`config.mk`:
```
export PLATFORM = sky130hd
export DESIGN_NAME = osa_accum
export DESIGN_NICKNAME = d
export VERILOG_FILES = /design/src/common/osa_pkg.sv /design/src/rtl/osa_accum.sv
export SDC_FILE = /design/constraint.sdc
export NUM_CORES = 1
export LEC_CHECK = 0
export BUFFER_PORTS_ARGS = -buffer_cell sky130_fd_sc_hd__buf_2
export CORE_MARGIN = 4
export CORE_UTILIZATION = 35
export DETAILED_ROUTE_END_ITERATION = 8
export PLACE_DENSITY = 0.55
export SYNTH_ARGS = -nofsm -noshare
export SYNTH_HDL_FRONTEND = slang
export SYNTH_SLANG_ARGS = --single-unit
```
`constraint.sdc`:
```
create_clock -name clock_i -period 2.2 [get_ports clock_i]
set_input_delay 0.11 -clock clock_i [delete_from_list [all_inputs] [get_ports clock_i]]
set_output_delay 0.11 -clock clock_i [all_outputs]
set_load 0.05 [all_outputs]
```
`src/common/osa_pkg.sv`:
```
package osa_pkg;

    // ------------------------------------------------------------------
    // register offsets (one address per 32-bit wishbone word, consecutive registers one apart)
    // ------------------------------------------------------------------
    localparam logic [7:0] LINE_HIGH_ADDR = 8'h6e;
    localparam logic [7:0] LINE_LOW_ADDR = 8'h6f;
    localparam logic [7:0] PAR_HIGH_ADDR = 8'h70;
    localparam logic [7:0] PAR_LOW_ADDR = 8'h71;
    localparam logic [7:0] CBIT_HIGH_ADDR = 8'h72;
    localparam logic [7:0] CBIT_LOW_ADDR = 8'h73;
    localparam logic [7:0] CTRL_ADDR = 8'h74;
    localparam logic [7:0] IRQ_STAT_ADDR = 8'h75;
    localparam logic [7:0] IRQ_MASK_ADDR = 8'h76;

    // ------------------------------------------------------------------
    // field layout and reset values
    // ------------------------------------------------------------------
    localparam int CNT_W = 16;
    localparam logic [15:0] CNT_MAX = 16'hffff;
    localparam logic [15:0] CNT_RST = 16'h0000;
    localparam int IRQ_W = 2;
    localparam int IRQ_SECOND_BIT = 0;
    localparam int IRQ_SAT_BIT = 1;
    localparam logic [1:0] IRQ_RST = 2'h0;
    localparam logic [1:0] FMT_RST = 2'h0;
    localparam int FMT_LSB = 0;
    localparam int FMT_MSB = 1;

    // ------------------------------------------------------------------
    // timing: one second at 250 mhz
    // ------------------------------------------------------------------
    localparam int CLK_MHZ = 250;
    localparam int SECOND_S = 1;
    localparam int SECOND_CYCLES = SECOND_S * CLK_MHZ * 1000000;

    // framing formats
    typedef enum logic [1:0] {
        OSA_DS3_CBIT = 2'h0,
        OSA_DS3_M13 = 2'h1,
        OSA_E3_G751 = 2'h3,
        OSA_E3_G832 = 2'h2
    } osa_fmt_type;

    // error strobes from the receive framer, one-cycle pulses
    typedef struct packed {
        logic line_code_violation;
        logic pbit;
        logic bip4;
        logic bip8;
        logic cpbit;
    } osa_err_type;

endpackage : osa_pkg

```
`src/rtl/osa_accum.sv`:
```
`timescale 1ns/1ns
// Function
// - 16-bit line code violation count, 0x6e/0x6f
// - readable values cover last completed second
// - accumulators read-only, writes ignored
// - 16-bit frame parity count, 0x70/0x71
// - ds3 format counts p-bit errors
// - e3 g.751 format counts bip-4 errors
// - e3 g.832 format counts bip-8 errors
// - 16-bit cp-bit error count, 0x72/0x73
// - cp-bit counts only in ds3 c-bit
// - all accumulators read zero after reset
module osa_accum #(
    parameter int SECOND_CYCLES = osa_pkg::SECOND_CYCLES
) (
    // clock and reset
    input wire logic clock_i,
    input wire logic reset_n_i,
    // receive framer events
    input wire osa_pkg::osa_err_type err_i,
    // wishbone slave
    input wire logic wb_cyc_i,
    input wire logic wb_stb_i,
    input wire logic wb_we_i,
    input wire logic [7:0] wb_adr_i,
    input wire logic [3:0] wb_sel_i,
    input wire logic [31:0] wb_dat_i,
    output logic [31:0] wb_dat_o,
    output logic wb_ack_o,
    // interrupt and tick
    output logic irq_o,
    output logic second_tick_o
);

    // ------------------------------------------------------------------
    // functions
    // ------------------------------------------------------------------
    function automatic logic [15:0] sat_inc(input logic [15:0] v,
                                            input logic ev);
        sat_inc = (ev && v != osa_pkg::CNT_MAX) ? v + 16'h0001 : v;
    endfunction : sat_inc

    // ------------------------------------------------------------------
    // one second timer
    // ------------------------------------------------------------------
    logic [31:0] tick_cnt_r;
    logic tick;
    assign tick = (tick_cnt_r == 32'(SECOND_CYCLES - 1));

    always_ff @(posedge clock_i) begin
        if (!reset_n_i || tick) begin
            tick_cnt_r <= 32'h0;
        end else begin
            tick_cnt_r <= tick_cnt_r + 32'h1;
        end
    end

    always_ff @(posedge clock_i) begin
        if (!reset_n_i) begin
            second_tick_o <= 1'b0;
        end else begin
            second_tick_o <= tick;
        end
    end

    // ------------------------------------------------------------------
    // control register: framing format
    // ------------------------------------------------------------------
    osa_pkg::osa_fmt_type fmt_r;
    logic wr;
    logic rd;
    // writes land on the edge that samples ack high, as the master expects
    // write decode skips counts
    assign wr = wb_cyc_i && wb_stb_i && wb_we_i && wb_ack_o && wb_sel_i[0];
    assign rd = wb_cyc_i && wb_stb_i && !wb_we_i && !wb_ack_o;

    always_ff @(posedge clock_i) begin
        if (!reset_n_i) begin
            fmt_r <= osa_pkg::osa_fmt_type'(osa_pkg::FMT_RST);
        end else if (wr && wb_adr_i == osa_pkg::CTRL_ADDR) begin
            fmt_r <= osa_pkg::osa_fmt_type'(
                wb_dat_i[osa_pkg::FMT_MSB:osa_pkg::FMT_LSB]);
        end
    end

    // ------------------------------------------------------------------
    // event selection
    // ------------------------------------------------------------------
    logic par_ev;
    logic cp_ev;
    always_comb begin
        par_ev = 1'b0;
        unique case (fmt_r)
            osa_pkg::OSA_DS3_CBIT,
            osa_pkg::OSA_DS3_M13: par_ev = err_i.pbit;
            osa_pkg::OSA_E3_G751: par_ev = err_i.bip4;
            osa_pkg::OSA_E3_G832: par_ev = err_i.bip8;
        endcase
    end
    assign cp_ev = err_i.cpbit && fmt_r == osa_pkg::OSA_DS3_CBIT;

    // ------------------------------------------------------------------
    // running counts and accumulators
    // ------------------------------------------------------------------
    logic [15:0] run_r [3];
    logic [15:0] acc_r [3];
    logic [2:0] ev;
    assign ev = {cp_ev, par_ev, err_i.line_code_violation};

    genvar g;
    generate
        for (g = 0; g < 3; g++) begin : g_cnt
            always_ff @(posedge clock_i) begin
                if (!reset_n_i) begin
                    run_r[g] <= osa_pkg::CNT_RST;
                end else if (tick) begin
                    run_r[g] <= sat_inc(osa_pkg::CNT_RST, ev[g]);
                end else begin
                    run_r[g] <= sat_inc(run_r[g], ev[g]);
                end
            end
            // last second only, zero at reset
            always_ff @(posedge clock_i) begin
                if (!reset_n_i) begin
                    acc_r[g] <= osa_pkg::CNT_RST;
                end else if (tick) begin
                    acc_r[g] <= sat_inc(run_r[g], ev[g]);
                end
            end
        end
    endgenerate

    // ------------------------------------------------------------------
    // interrupts: second done, saturated count in finished second
    // ------------------------------------------------------------------
    logic [1:0] stat_r;
    logic [1:0] mask_r;
    logic [1:0] set;
    logic [1:0] clr;
    logic sat_any;
    assign sat_any = (run_r[0] == osa_pkg::CNT_MAX) ||
                     (run_r[1] == osa_pkg::CNT_MAX) ||
                     (run_r[2] == osa_pkg::CNT_MAX);
    assign set = {tick && sat_any, tick};
    assign clr = (wr && wb_adr_i == osa_pkg::IRQ_STAT_ADDR) ?
                 wb_dat_i[1:0] : 2'h0;

    // set wins over a same-cycle clear
    always_ff @(posedge clock_i) begin
        if (!reset_n_i) begin
            stat_r <= osa_pkg::IRQ_RST;
        end else begin
            stat_r <= (stat_r & ~clr) | set;
        end
    end

    always_ff @(posedge clock_i) begin
        if (!reset_n_i) begin
            mask_r <= osa_pkg::IRQ_RST;
        end else if (wr && wb_adr_i == osa_pkg::IRQ_MASK_ADDR) begin
            mask_r <= wb_dat_i[1:0];
        end
    end

    always_ff @(posedge clock_i) begin
        if (!reset_n_i) begin
            irq_o <= 1'b0;
        end else begin
            irq_o <= |(stat_r & mask_r);
        end
    end

    // ------------------------------------------------------------------
    // wishbone read path; accumulators have no write decode at all
    // ------------------------------------------------------------------
    logic [7:0] rd_byte;
    always_comb begin
        rd_byte = 8'h00;
        unique case (wb_adr_i)
            osa_pkg::LINE_HIGH_ADDR: rd_byte = acc_r[0][15:8];
            osa_pkg::LINE_LOW_ADDR: rd_byte = acc_r[0][7:0];
            osa_pkg::PAR_HIGH_ADDR: rd_byte = acc_r[1][15:8];
            osa_pkg::PAR_LOW_ADDR: rd_byte = acc_r[1][7:0];
            osa_pkg::CBIT_HIGH_ADDR: rd_byte = acc_r[2][15:8];
            osa_pkg::CBIT_LOW_ADDR: rd_byte = acc_r[2][7:0];
            osa_pkg::CTRL_ADDR: rd_byte = {6'h00, fmt_r};
            osa_pkg::IRQ_STAT_ADDR: rd_byte = {6'h00, stat_r};
            osa_pkg::IRQ_MASK_ADDR: rd_byte = {6'h00, mask_r};
            default: rd_byte = 8'h00;
        endcase
    end

    // one wait state: ack the cycle after the strobe, drop it next cycle
    always_ff @(posedge clock_i) begin
        if (!reset_n_i) begin
            wb_ack_o <= 1'b0;
        end else begin
            wb_ack_o <= wb_cyc_i && wb_stb_i && !wb_ack_o;
        end
    end

    always_ff @(posedge clock_i) begin
        if (!reset_n_i) begin
            wb_dat_o <= 32'h0;
        end else if (rd) begin
            wb_dat_o <= {24'h000000, rd_byte};
        end
    end

    // ------------------------------------------------------------------
    // assertions
    // ------------------------------------------------------------------
    a_acc_transfer: assert property (
        @(posedge clock_i) disable iff (!reset_n_i)
        tick |=> acc_r[0] == ($past(run_r[0]) == osa_pkg::CNT_MAX ?
            osa_pkg::CNT_MAX : $past(run_r[0]) + 16'($past(ev[0]))))
        else $error("line code accumulator not loaded at tick");
    a_acc_hold: assert property (
        @(posedge clock_i) disable iff (!reset_n_i)
        !tick |=> $stable(acc_r[1]))
        else $error("parity accumulator changed mid second");
    a_run_restart: assert property (
        @(posedge clock_i) disable iff (!reset_n_i)
        tick && !ev[2] |=> run_r[2] == 16'h0000)
        else $error("running count not restarted");
    a_sat_hold: assert property (
        @(posedge clock_i) disable iff (!reset_n_i)
        !tick && run_r[0] == osa_pkg::CNT_MAX |=> run_r[0] == osa_pkg::CNT_MAX)
        else $error("count wrapped");
    a_cbit_gate: assert property (
        @(posedge clock_i) disable iff (!reset_n_i)
        !tick && fmt_r != osa_pkg::OSA_DS3_CBIT |=> $stable(run_r[2]))
        else $error("cp-bit counted outside c-bit");
    a_pbit_count: assert property (
        @(posedge clock_i) disable iff (!reset_n_i)
        !tick && fmt_r == osa_pkg::OSA_DS3_M13 && err_i.pbit &&
        run_r[1] != osa_pkg::CNT_MAX |=> run_r[1] == $past(run_r[1]) + 16'h1)
        else $error("p-bit not counted");
    a_bip4_count: assert property (
        @(posedge clock_i) disable iff (!reset_n_i)
        !tick && fmt_r == osa_pkg::OSA_E3_G751 && !err_i.bip4 |=>
        $stable(run_r[1]))
        else $error("g751 counted without bip-4");
    a_bip8_count: assert property (
        @(posedge clock_i) disable iff (!reset_n_i)
        !tick && fmt_r == osa_pkg::OSA_E3_G832 && err_i.bip8 &&
        run_r[1] != osa_pkg::CNT_MAX |=> run_r[1] == $past(run_r[1]) + 16'h1)
        else $error("bip-8 not counted");
    a_read_only: assert property (
        @(posedge clock_i) disable iff (!reset_n_i)
        wr && !tick && wb_adr_i == osa_pkg::LINE_LOW_ADDR |=>
        $stable(acc_r[0]))
        else $error("write altered accumulator");
    a_reset_zero: assert property (
        @(posedge clock_i)
        !reset_n_i |=> acc_r[0] == 16'h0 && acc_r[1] == 16'h0 &&
        acc_r[2] == 16'h0)
        else $error("accumulator not zero after reset");
    a_ack_pulse: assert property (
        @(posedge clock_i) disable iff (!reset_n_i)
        wb_ack_o |=> !wb_ack_o)
        else $error("ack longer than one cycle");

    // ------------------------------------------------------------------
    // assertions: timer and running counts
    // ------------------------------------------------------------------
    a_tick_bound: assert property (
        @(posedge clock_i) disable iff (!reset_n_i)
        tick_cnt_r < 32'(SECOND_CYCLES))
        else $error("second timer ran past its period");
    a_tick_out: assert property (
        @(posedge clock_i) disable iff (!reset_n_i)
        1'b1 |=> second_tick_o == $past(tick))
        else $error("second tick output out of step");
    a_line_count: assert property (
        @(posedge clock_i) disable iff (!reset_n_i)
        !tick && err_i.line_code_violation &&
        run_r[0] != osa_pkg::CNT_MAX |=> run_r[0] == $past(run_r[0]) + 16'h1)
        else $error("line code violation not counted");
    a_line_idle: assert property (
        @(posedge clock_i) disable iff (!reset_n_i)
        !tick && !err_i.line_code_violation |=> $stable(run_r[0]))
        else $error("line count moved without an event");
    a_cbit_count: assert property (
        @(posedge clock_i) disable iff (!reset_n_i)
        !tick && fmt_r == osa_pkg::OSA_DS3_CBIT && err_i.cpbit &&
        run_r[2] != osa_pkg::CNT_MAX |=> run_r[2] == $past(run_r[2]) + 16'h1)
        else $error("cp-bit error not counted");
    a_pbit_idle: assert property (
        @(posedge clock_i) disable iff (!reset_n_i)
        !tick && fmt_r == osa_pkg::OSA_DS3_CBIT && !err_i.pbit |=>
        $stable(run_r[1]))
        else $error("c-bit parity counted without p-bit");
    a_line_restart: assert property (
        @(posedge clock_i) disable iff (!reset_n_i)
        tick && !ev[0] |=> run_r[0] == 16'h0000)
        else $error("line running count not restarted");
    a_par_restart: assert property (
        @(posedge clock_i) disable iff (!reset_n_i)
        tick && !ev[1] |=> run_r[1] == 16'h0000)
        else $error("parity running count not restarted");
    a_sat_par: assert property (
        @(posedge clock_i) disable iff (!reset_n_i)
        !tick && run_r[1] == osa_pkg::CNT_MAX |=> run_r[1] == osa_pkg::CNT_MAX)
        else $error("parity count wrapped");
    a_sat_cbit: assert property (
        @(posedge clock_i) disable iff (!reset_n_i)
        !tick && run_r[2] == osa_pkg::CNT_MAX |=> run_r[2] == osa_pkg::CNT_MAX)
        else $error("cp-bit count wrapped");

    // ------------------------------------------------------------------
    // assertions: accumulators, interrupts and bus
    // ------------------------------------------------------------------
    a_par_transfer: assert property (
        @(posedge clock_i) disable iff (!reset_n_i)
        tick |=> acc_r[1] == ($past(run_r[1]) == osa_pkg::CNT_MAX ?
            osa_pkg::CNT_MAX : $past(run_r[1]) + 16'($past(ev[1]))))
        else $error("parity accumulator not loaded at tick");
    a_acc_steady: assert property (
        @(posedge clock_i) disable iff (!reset_n_i)
        !tick |=> $stable(acc_r[0]) && $stable(acc_r[2]))
        else $error("accumulator changed mid second");
    a_fmt_write: assert property (
        @(posedge clock_i) disable iff (!reset_n_i)
        wr && wb_adr_i == osa_pkg::CTRL_ADDR |=>
        fmt_r == $past(wb_dat_i[osa_pkg::FMT_MSB:osa_pkg::FMT_LSB]))
        else $error("framing format not written");
    a_mask_write: assert property (
        @(posedge clock_i) disable iff (!reset_n_i)
        wr && wb_adr_i == osa_pkg::IRQ_MASK_ADDR |=>
        mask_r == $past(wb_dat_i[1:0]))
        else $error("interrupt mask not written");
    a_stat_set: assert property (
        @(posedge clock_i) disable iff (!reset_n_i)
        tick |=> stat_r[osa_pkg::IRQ_SECOND_BIT])
        else $error("second status bit not set");
    a_irq_level: assert property (
        @(posedge clock_i) disable iff (!reset_n_i)
        1'b1 |=> irq_o == $past(|(stat_r & mask_r)))
        else $error("interrupt output out of step");
    a_ack_answer: assert property (
        @(posedge clock_i) disable iff (!reset_n_i)
        wb_cyc_i && wb_stb_i && !wb_ack_o |=> wb_ack_o)
        else $error("bus request not acknowledged");
    a_read_upper: assert property (
        @(posedge clock_i) disable iff (!reset_n_i)
        wb_ack_o |-> wb_dat_o[31:8] == 24'h000000)
        else $error("read data upper bits not zero");

endmodule : osa_accum

```
==> results of run 1 <==
cell usage in the layout (no fill, tap or decap), types with 4 or more instances in the layout:
master	n
conb_1	72
mux4_2	6
edfxtp_1	96
nor2_1	148
o22ai_1	4
or3_1	6
buf_4	41
nand3_1	31
nor4_1	4
nand4_1	30
ha_1	4
and4_1	11
dfxtp_1	49
buf_12	5
o211ai_1	7
xnor2_1	21
and3_1	15
clkinv_2	6
clkbuf_16	19
buf_2	31
a21oi_1	18
nand2_1	42
inv_1	8
xor2_1	43
nor3_1	14
mux2i_1	17
dlygate4sd3_1	4
o21ai_0	21
sequential cells by signal, summed over array words and instances (netlist names):
signal	flops
acc_r	48
fmt_r	2
wb_ack_o	1
irq_o	1
tick_cnt_r	32
mask_r	2
stat_r	2
run_r	48
wb_dat_o	8
second_tick_o	1
cell type report:
type | count | share of cell area
flip-flops and latches | 145 | 0.4407
multi-input cells | 568 | 0.3790
repair buffers | 83 | 0.07450
clock buffers | 19 | 0.04938
well taps | 270 | 0.03853
clock inverters | 13 | 0.01370
inverters | 9 | 0.003853
diodes | 1 | 0.0002854
path summary, 6_finish.rpt:
check	to	cells past startpoint
max	run_r[0][14]	6
min	wb_dat_o[1]	4
max reg2reg	run_r[0][14]	6
min reg2reg	wb_dat_o[6]	2
synth_stat cells (7+ instances only):
cell type,number
nand4_1,30
dfxtp_1,49
inv_1,8
and4_1,12
xnor2_1,21
xor2_1,43
and3_1,15
buf_2,13
o21ai_0,21
o211ai_1,7
nand2_1,43
a21oi_1,18
nor3_1,15
nor2_1,148
edfxtp_1,96
nand3_1,31
buf_4,34
mux2i_1,17
critical path, cell delays in order (launching register included):
cell	delay [ps]
dfxtp_1	330
or4_1	550
nor3_2	180
and4_4	260
nand2b_4	240
buf_4	230
nor2_1	60
stage by stage:
step / setup slack, ps / hold WS (ps) / util / setup TNS (ps) / cells
6_report: 86.77 / 93.11 / 0.4305 / 0 / 1108
4_1_cts: 43.38 / 71.02 / 0.4267 / 0 / 1105
3_3_place_gp: 96.43 / 392.0 / 0.3976 / 0 / 1069
2_1_floorplan: 74.28 / 253.9 / - / 0 / 777
5_1_grt: -6.465 / 122.3 / 0.4305 / -13.40 / 1108
3_5_place_dp: 64.55 / 392.5 / 0.3976 / 0 / 1069
cell families after synthesis:
logic type,synth area share
AND/OR/NAND/NOR,0.2186
flip-flops,0.5311
AO/OA/AOI/OAI,0.06571
XOR/XNOR,0.07706
buffers and inverters,0.05297
multiplexers,0.04661
adder cells (fa/ha/maj),0.006880
other,0.001032
timing repair:
action | 4_1_cts | 5_1_grt
endpoints found under the hold margin | 5 | 0
hold buffers | 4 | 0
resized for setup | 0 | 6
endpoints found under the setup margin | 0 | 33
layer usage:
metal  routed length [um]  global-route usage
met1                 7813              0.1823
met4                  156             0.04024
met5                   12                   0
met3                  646             0.03209
met2                 7223              0.2130
power groups by stage:
| stage | Sequential, W | Combinational (W) | Clock, W |
|---|---|---|---|
| 2_1_floorplan | 0.00312 | 0.000361 | 0 |
| 3_3_place_gp | 0.00312 | 0.000466 | 0 |
| 3_5_place_dp | 0.00312 | 0.000466 | 0 |
| 4_1_cts | 0.00307 | 0.000474 | 0.00278 |
| 5_1_grt | 0.00308 | 0.000530 | 0.00292 |
| 6_report | 0.00307 | 0.000487 | 0.00273 |
==> impl_metrics.ini, run 1 <==
[outcome]
status = finished clean

[synthesis]
yosysUniqueCellTypes = 56
yosys_warnings = 0
async_reset_ff_frac = 0
synth_flop_cell = edfxtp_1
synth_area_per_cell_um2 = 10.29
synth_edf_count = 96
yosysTopAreaCell = edfxtp_1
seq_area_frac_synth = 0.5311
ys_ff_latch = 145
synth_top_area_share = 0.3963
netlist_area_um2 = 7274
synthTopCellsByArea = edfxtp_1 40%, dfxtp_1 13%, nor2_1 7.6%, xor2_1 5.2%, buf_4 3.5%
syn-instance-count = 707

[floorplan]
die_area_um2 = 23150
initial_utilization = 0.3572
die_h_um = 152.2
core_area_um2 = 20360
dieWidth_um = 152.2
ios = 89
row_count = 52

[layout]
multi_input_area_um2 = 3323
area_growth_syn_to_layout_pct = 20.52
finalNetCount = 882
drive_above_1_share = 0.1541
design_area_um2 = 8767
register_area_um2 = 3864
fillers = 1960

[routing]
ant_nets = 0
dr.pass1.iters = 5
route.detailed.drc = 0
num_vias = 5346
vias_per_cell = 4.825
wl_per_cell_um = 14.31
drtIter0Drc = 353
drt_wl_total_um = 15850

[min_path]
hp-class = primary input to flop
worstHoldStart = wb_we_i

[timing]
finalCritPeriodShare = 0.9606
rsz0062_at_grt = true
slew_viol_final = 0
hold_viol_final = 0
post-route-min-period_ps = 2113
skew_ps = 6.648
fmax_ghz = 0.4732
setup_viol = 0
slew-limit-headroom = 0.5647
worstMarginPinSlew_ps = 653.0

[critical_path]
worst-setup-path-type = flop to flop
cp-start-kind = flop
end_kind = flop
cp.required_ps = 2360
cp-startpoint = tick_cnt_r[29]
crit_arrival_ps = 2280
r2r_start = tick_cnt_r[29]
cp_max_fo = 12
regToRegSetupSlack_ps = 90

[pwr]
p_seq_frac = 0.488
switching_share = 0.2334
p_sw_w = 0.001466
combPwrFrac = 0.077
p_per_area_nw_per_um2 = 716.7
internal_power_w = 0.004817
pwr-share-clk = 0.434
p_leak_nw = 3.301
peakVddDrop_mv = 0.4675
total_power_w = 0.006283

[cts]
cts_tree = built
cts_buffer_depth = 2
cts_root_buf = clkbuf_16
cts_buffers = 17
post-cts-setup-buffers = 0
cts.sink_count = 145
path_clk_slew_ps = 60
h-tree-depth = 4
insertion_delay_ps = 420

[placement]
place.gp.congestion = 0.7914
post_dp_cell_area_um2 = 8097
numPortBuffers = 31
dpl.hpwl_um = 11370

[flow_run]
cap_violations = 0

[grt]
grt_max_degree = 36
grt_overflow = 0
grt_pass1_vias = 5089
grt_pass1_wl_um = 25490
antenna_found_initial = 2
grtUsageTotal = 0.1338
Note: power is estimated with default switching activity, not from simulation.
==> run 2: changes to the inputs <==
--- a/config.mk
+++ b/config.mk
@@ -11,4 +11,6 @@
 export DETAILED_ROUTE_END_ITERATION = 8
 export PLACE_DENSITY = 0.55
+export REMOVE_ABC_BUFFERS = 1
+export SETUP_SLACK_MARGIN = 0.5
 export SYNTH_ARGS = -nofsm -noshare
 export SYNTH_HDL_FRONTEND = slang
==> constraint.sdc (replaced) <==
create_clock -name clock_i -period 2.2 [get_ports clock_i]
set_input_delay 0.22 -clock clock_i [delete_from_list [all_inputs] [get_ports clock_i]]
set_output_delay 0.22 -clock clock_i [all_outputs]
set_load 0.05 [all_outputs]
==> impl_metrics.ini, run 2 (synthesis results as in run 1) <==
[outcome]
status = finished clean

[layout]
largestRegisters = acc_r x48, run_r x48, tick_cnt_r x32
drive_above_1_share = 0.3469
area_growth_syn_to_layout_pct = 43.00
n_antenna_cell = 0
finalNetCount = 927
mostFrequentLayoutCell = edfxtp_1
final_cell_mix = 96 x edfxtp_1, 72 x conb_1, 70 x nor2_1
layout.cells.non_filler = 1152

[pwr]
pwr-share-clk = 0.448
p_sw_w = 0.001679
combPwrFrac = 0.107
p_seq_frac = 0.445
switching_share = 0.2432
p_per_area_nw_per_um2 = 663.7
internal_power_w = 0.005225
peakVddDrop_mv = 0.5036
p_leak_nw = 3.762

[grt]
grt_overflow = 0
grtUsageTotal = 0.1534
grt_pass1_wl_um = 28610
grt_pass1_vias = 5454
grt_max_degree = 34
antenna_found_initial = 1

[routing]
wl_per_cell_um = 15.86
ant_nets = 0
wl_met2_um = 9009
met3_length_um = 803
drtIter0Drc = 289
topRoutingLayerUsed = met5
vias_per_cell = 4.940
route.detailed.drc = 0
num_vias = 5691
drt_wl_total_um = 18280
met1_length_um = 8217
dr.pass1.iters = 5

[critical_path]
end_kind = flop
cp-start-kind = flop
critical_path.cell_chain = or4_4 -> nor3_2 -> and4_1 -> nand2b_4 -> buf_12 -> buf_12 -> buf_12 -> nor2_1
slowest_delay_ps = 530
regToRegSetupSlack_ps = 120
crit_arrival_ps = 2250
cp_common_cell = buf_12
r2r_end = run_r[1][9]
cp_max_fo = 7
cp_top_family = simple AND/OR/NAND/NOR gates
worst-setup-path-type = flop to flop
cp_num_buf_inv = 3
r2r_cells = 8
crit_slowest_cell = or4_4
r2r_start = tick_cnt_r[31]
cp.required_ps = 2360
path_depth = 8

[min_path]
worstHoldStart = wb_dat_i[0]
hold_end = fmt_r[0]
min_path_cells = 3
hp-class = primary input to flop

[placement]
numPortBuffers = 31
dpl.hpwl_um = 11720
numPlacedInstances = 1065
place.gp.congestion = 0.8158

[cts]
insertion_delay_ps = 420
cts_tree = built
cts_buffers = 17
cts_hold_buffers = 0
cts_root_buf = clkbuf_16
cts_buffer_depth = 2
cts.sink_count = 145
path_clk_slew_ps = 60
h-tree-depth = 4

[timing]
worstMarginPinSlew_ps = 524.5
slew-limit-headroom = 0.6504
finalCritPeriodShare = 0.9474
fmax_ghz = 0.4798
setup_tns_ps = 0
slew_viol_final = 0
rsz0062_at_grt = true
hold_viol_final = 0
post-route-min-period_ps = 2084
setup_viol = 0
skew_ps = 11.12

[floorplan]
die_area_um2 = 23150
ios = 89
die_h_um = 152.2
row_count = 52
core_area_um2 = 20360
dieWidth_um = 152.2
initial_utilization = 0.3572

[flow_run]
cap_violations = 0
-- run 2: cell count changes in the layout (fill, tap and decap cells not counted), moves of 7 or more --
cell	delta
a21oi_2	+7
nor2_4	+56
xor2_2	+7
buf_16	+10
a21oi_1	-7
buf_4	+14
nor2_2	+22
nor2_1	-78
xor2_1	-7
buf_12	+13
-- run 2: worst max path at each step --
stage                     slack (ps)      startpoint      endpoint
after floorplan                -2250  tick_cnt_r[29]   run_r[1][0]
after global routing              40  tick_cnt_r[31]  run_r[1][11]
final                            120  tick_cnt_r[31]   run_r[1][9]
after detailed placement          80  tick_cnt_r[29]   run_r[2][0]
after global placement           100  tick_cnt_r[29]   run_r[2][0]
after CTS                        140  tick_cnt_r[31]  run_r[1][11]
-- run 2: worst min-delay path, stage by stage --
cell	delay [ps]
buf_2	120
nand3_1	60
a21oi_1	60
-- run 2: what timing repair did --
action | in CTS | in global routing
gates cloned | 10 | 6
resized for setup | 125 | 111
setup endpoints to repair | 178 | 178
hold endpoints to repair | 0 | 0
buffers inserted | 23 | 16
pin swaps | 51 | 50
-- run 2: per-layer routing --
metal	vias up	track usage
met5	-	0
met4	2	0.04024
met3	20	0.04061
met2	128	0.2443
met1	2756	0.2088
li1	2785	-
-- run 2: layout make-up --
type	instances	area (um^2)
Clock buffer	17	425.4
Clock inverter	15	202.7
Fill cell	1759	9962
Inverter	9	38.79
Multi-Input combinational cell	569	4113
Sequential cell	145	3869
Tap cell	270	337.8
Timing Repair Buffer	127	1416
-- run 2: per-stage QoR --
step / hold WS, ps / setup WS (ps) / cell area [um^2] / power [W] / util
after global routing: 93.82 / 42.38 / 10400 / 0.007155 / 0.5108
after global placement: 441.6 / 104.6 / 8092 / 0.003595 / 0.3973
after detailed placement: 445.7 / 84.48 / 8092 / 0.003598 / 0.3973
final: 84.79 / 115.8 / 10400 / 0.006905 / 0.5108
after CTS: 66.69 / 135.5 / 9716 / 0.006864 / 0.4771
after floorplan: 358.7 / -2250 / 7186 / 0.003419 / -
-- run 2: power groups by stage --
stage	Combinational, W	Sequential (W)	Clock [W]
CTS	0.000644	0.00307	0.00315
global route	0.000786	0.00308	0.00328
floorplan	0.000298	0.00312	0
global placement	0.000469	0.00313	0
finish	0.000738	0.00307	0.00309
detailed placement	0.000468	0.00313	0
==> run 3: changes to the inputs <==
CORE_MARGIN = 1.5   (was 4)
==> impl_metrics.ini, run 3 (synthesis results as in run 1) <==
[outcome]
status = finished clean

[timing]
post-route-min-period_ps = 2150
worstMarginPinSlew_ps = 666.4
slew_viol_final = 0
skew_ps = 14.65
hold_viol_final = 0
timing.hold.ws_ps = 81.89
slew-limit-headroom = 0.5558
setup_viol = 0
rsz0062_at_grt = true
fmax_ghz = 0.4651
finalCritPeriodShare = 0.9774

[critical_path]
r2r_end = acc_r[1][3]
crit_arrival_ps = 2320
r2r_start = run_r[1][0]
cp.required_ps = 2370
end_kind = flop
r2r_cells = 7
worst-setup-path-type = flop to flop
cp-start-kind = flop
regToRegSetupSlack_ps = 50
cp_max_fo = 5

[pwr]
p_leak_nw = 3.768
total_power_w = 0.006872
p_per_area_nw_per_um2 = 666.9
peakVddDrop_mv = 0.5026

[routing]
dr.pass1.iters = 5
vias_per_cell = 4.981
num_vias = 5783
drt_wl_total_um = 19150
ant_nets = 0
wl_per_cell_um = 16.50
route.detailed.drc = 0
drtIter0Drc = 322

[grt]
grt_overflow = 0
grt_pass1_vias = 5502
antenna_found_initial = 2
grt_max_degree = 32
grtUsageTotal = 0.1791
grt_pass1_wl_um = 29570

[cts]
insertion_delay_ps = 420
cts_buffer_depth = 2
cts_hold_buffers = 0
cts.sink_count = 145
cts_buffers = 17
cts_root_buf = clkbuf_16
cts_tree = built
path_clk_slew_ps = 60
h-tree-depth = 4

[layout]
finalNetCount = 934
area_growth_syn_to_layout_pct = 41.64
drive_above_1_share = 0.3262
layout.cells.non_filler = 1161
mostFrequentLayoutCell = edfxtp_1
fin_util = 0.5076
final_cell_mix = 96 x edfxtp_1, 88 x nor2_1, 72 x conb_1
largestRegisters = acc_r x48, run_r x48, tick_cnt_r x32

[min_path]
hold_end = mask_r[0]
worstHoldStart = wb_dat_i[0]
hp-class = primary input to flop
min_path_cells = 3

[placement]
numPortBuffers = 31
place.gp.congestion = 0.8471
numPlacedInstances = 1072
dpl.hpwl_um = 11590

[floorplan]
die_h_um = 147.2
die_area_um2 = 21660
row_count = 52
dieWidth_um = 147.2
ios = 89
core_area_um2 = 20300
initial_utilization = 0.3584

[flow_run]
cap_violations = 0
-- run 3: cell count changes in the layout (fill, tap and decap cells not counted), sizes merged --
cell	change
buf	+11
inv	-3
diode	+2
clkbuf	-1
clkinvlp	+1
or2	-1
-- run 3: per-stage QoR --
step	TNS (ps)	cell area, um^2	setup WS [ps]
global placement	0	8119	80.21
CTS	0	9746	140.8
global route	-62.40	10300	-28.77
detailed placement	0	8119	53.44
finish	0	10300	49.73
floorplan	-262620	7186	-2250
-- run 3: how the worst max path moves through the flow --
stage / start / end / slack [ps] / cells after the start
floorplan: tick_cnt_r[29] / run_r[1][0] / -2250 / 5
global placement: tick_cnt_r[29] / acc_r[1][0] / 80 / 7
detailed placement: tick_cnt_r[29] / run_r[1][3] / 50 / 6
CTS: tick_cnt_r[29] / acc_r[0][8] / 140 / 7
global route: run_r[1][0] / acc_r[1][6] / -30 / 8
finish: run_r[1][0] / acc_r[1][3] / 50 / 7
-- run 3: area by class of cell --
type	count	area (um^2)
repair buffers	135	1409
flip-flops and latches	145	3866
multi-input cells	568	4034
clock buffers	19	432.9
clock inverters	13	185.2
fillers	1797	9996
inverters	9	33.78
diodes	2	5.005
well taps	270	337.8
-- run 3: critical path: stages (launching register included) --
cell	delay (ps)
edfxtp_1	380
ha_2	220
nand3_2	90
or3b_4	420
buf_6	150
o211ai_1	270
xor2_2	280
nor2_1	80
-- run 3: repair_timing --
| item | in CTS | in global routing |
|---|---|---|
| resized for setup | 122 | 83 |
| pin swaps | 62 | 35 |
| gates cloned | 11 | 3 |
| hold endpoints to repair | 0 | 0 |
| endpoints found under the setup margin | 178 | 178 |
| setup buffers | 21 | 20 |
-- run 3: routing by layer --
layer / global-route usage / part of all wire / vias up
li1: - / - / 2810
met1: 0.2329 / 0.45 / 2833
met2: 0.2911 / 0.49 / 118
met3: 0.04627 / 0.048 / 20
met4: 0.05800 / 0.014 / 2
met5: 0 / 0.00063 / -
-- run 3: where the power goes --
group	internal (W)	switching [W]	total, W
clock	0.00190	0.00117	0.00307
sequential	0.00300	0.0000733	0.00308
combinational	0.000303	0.000424	0.000728
total	0.00521	0.00167	0.00687
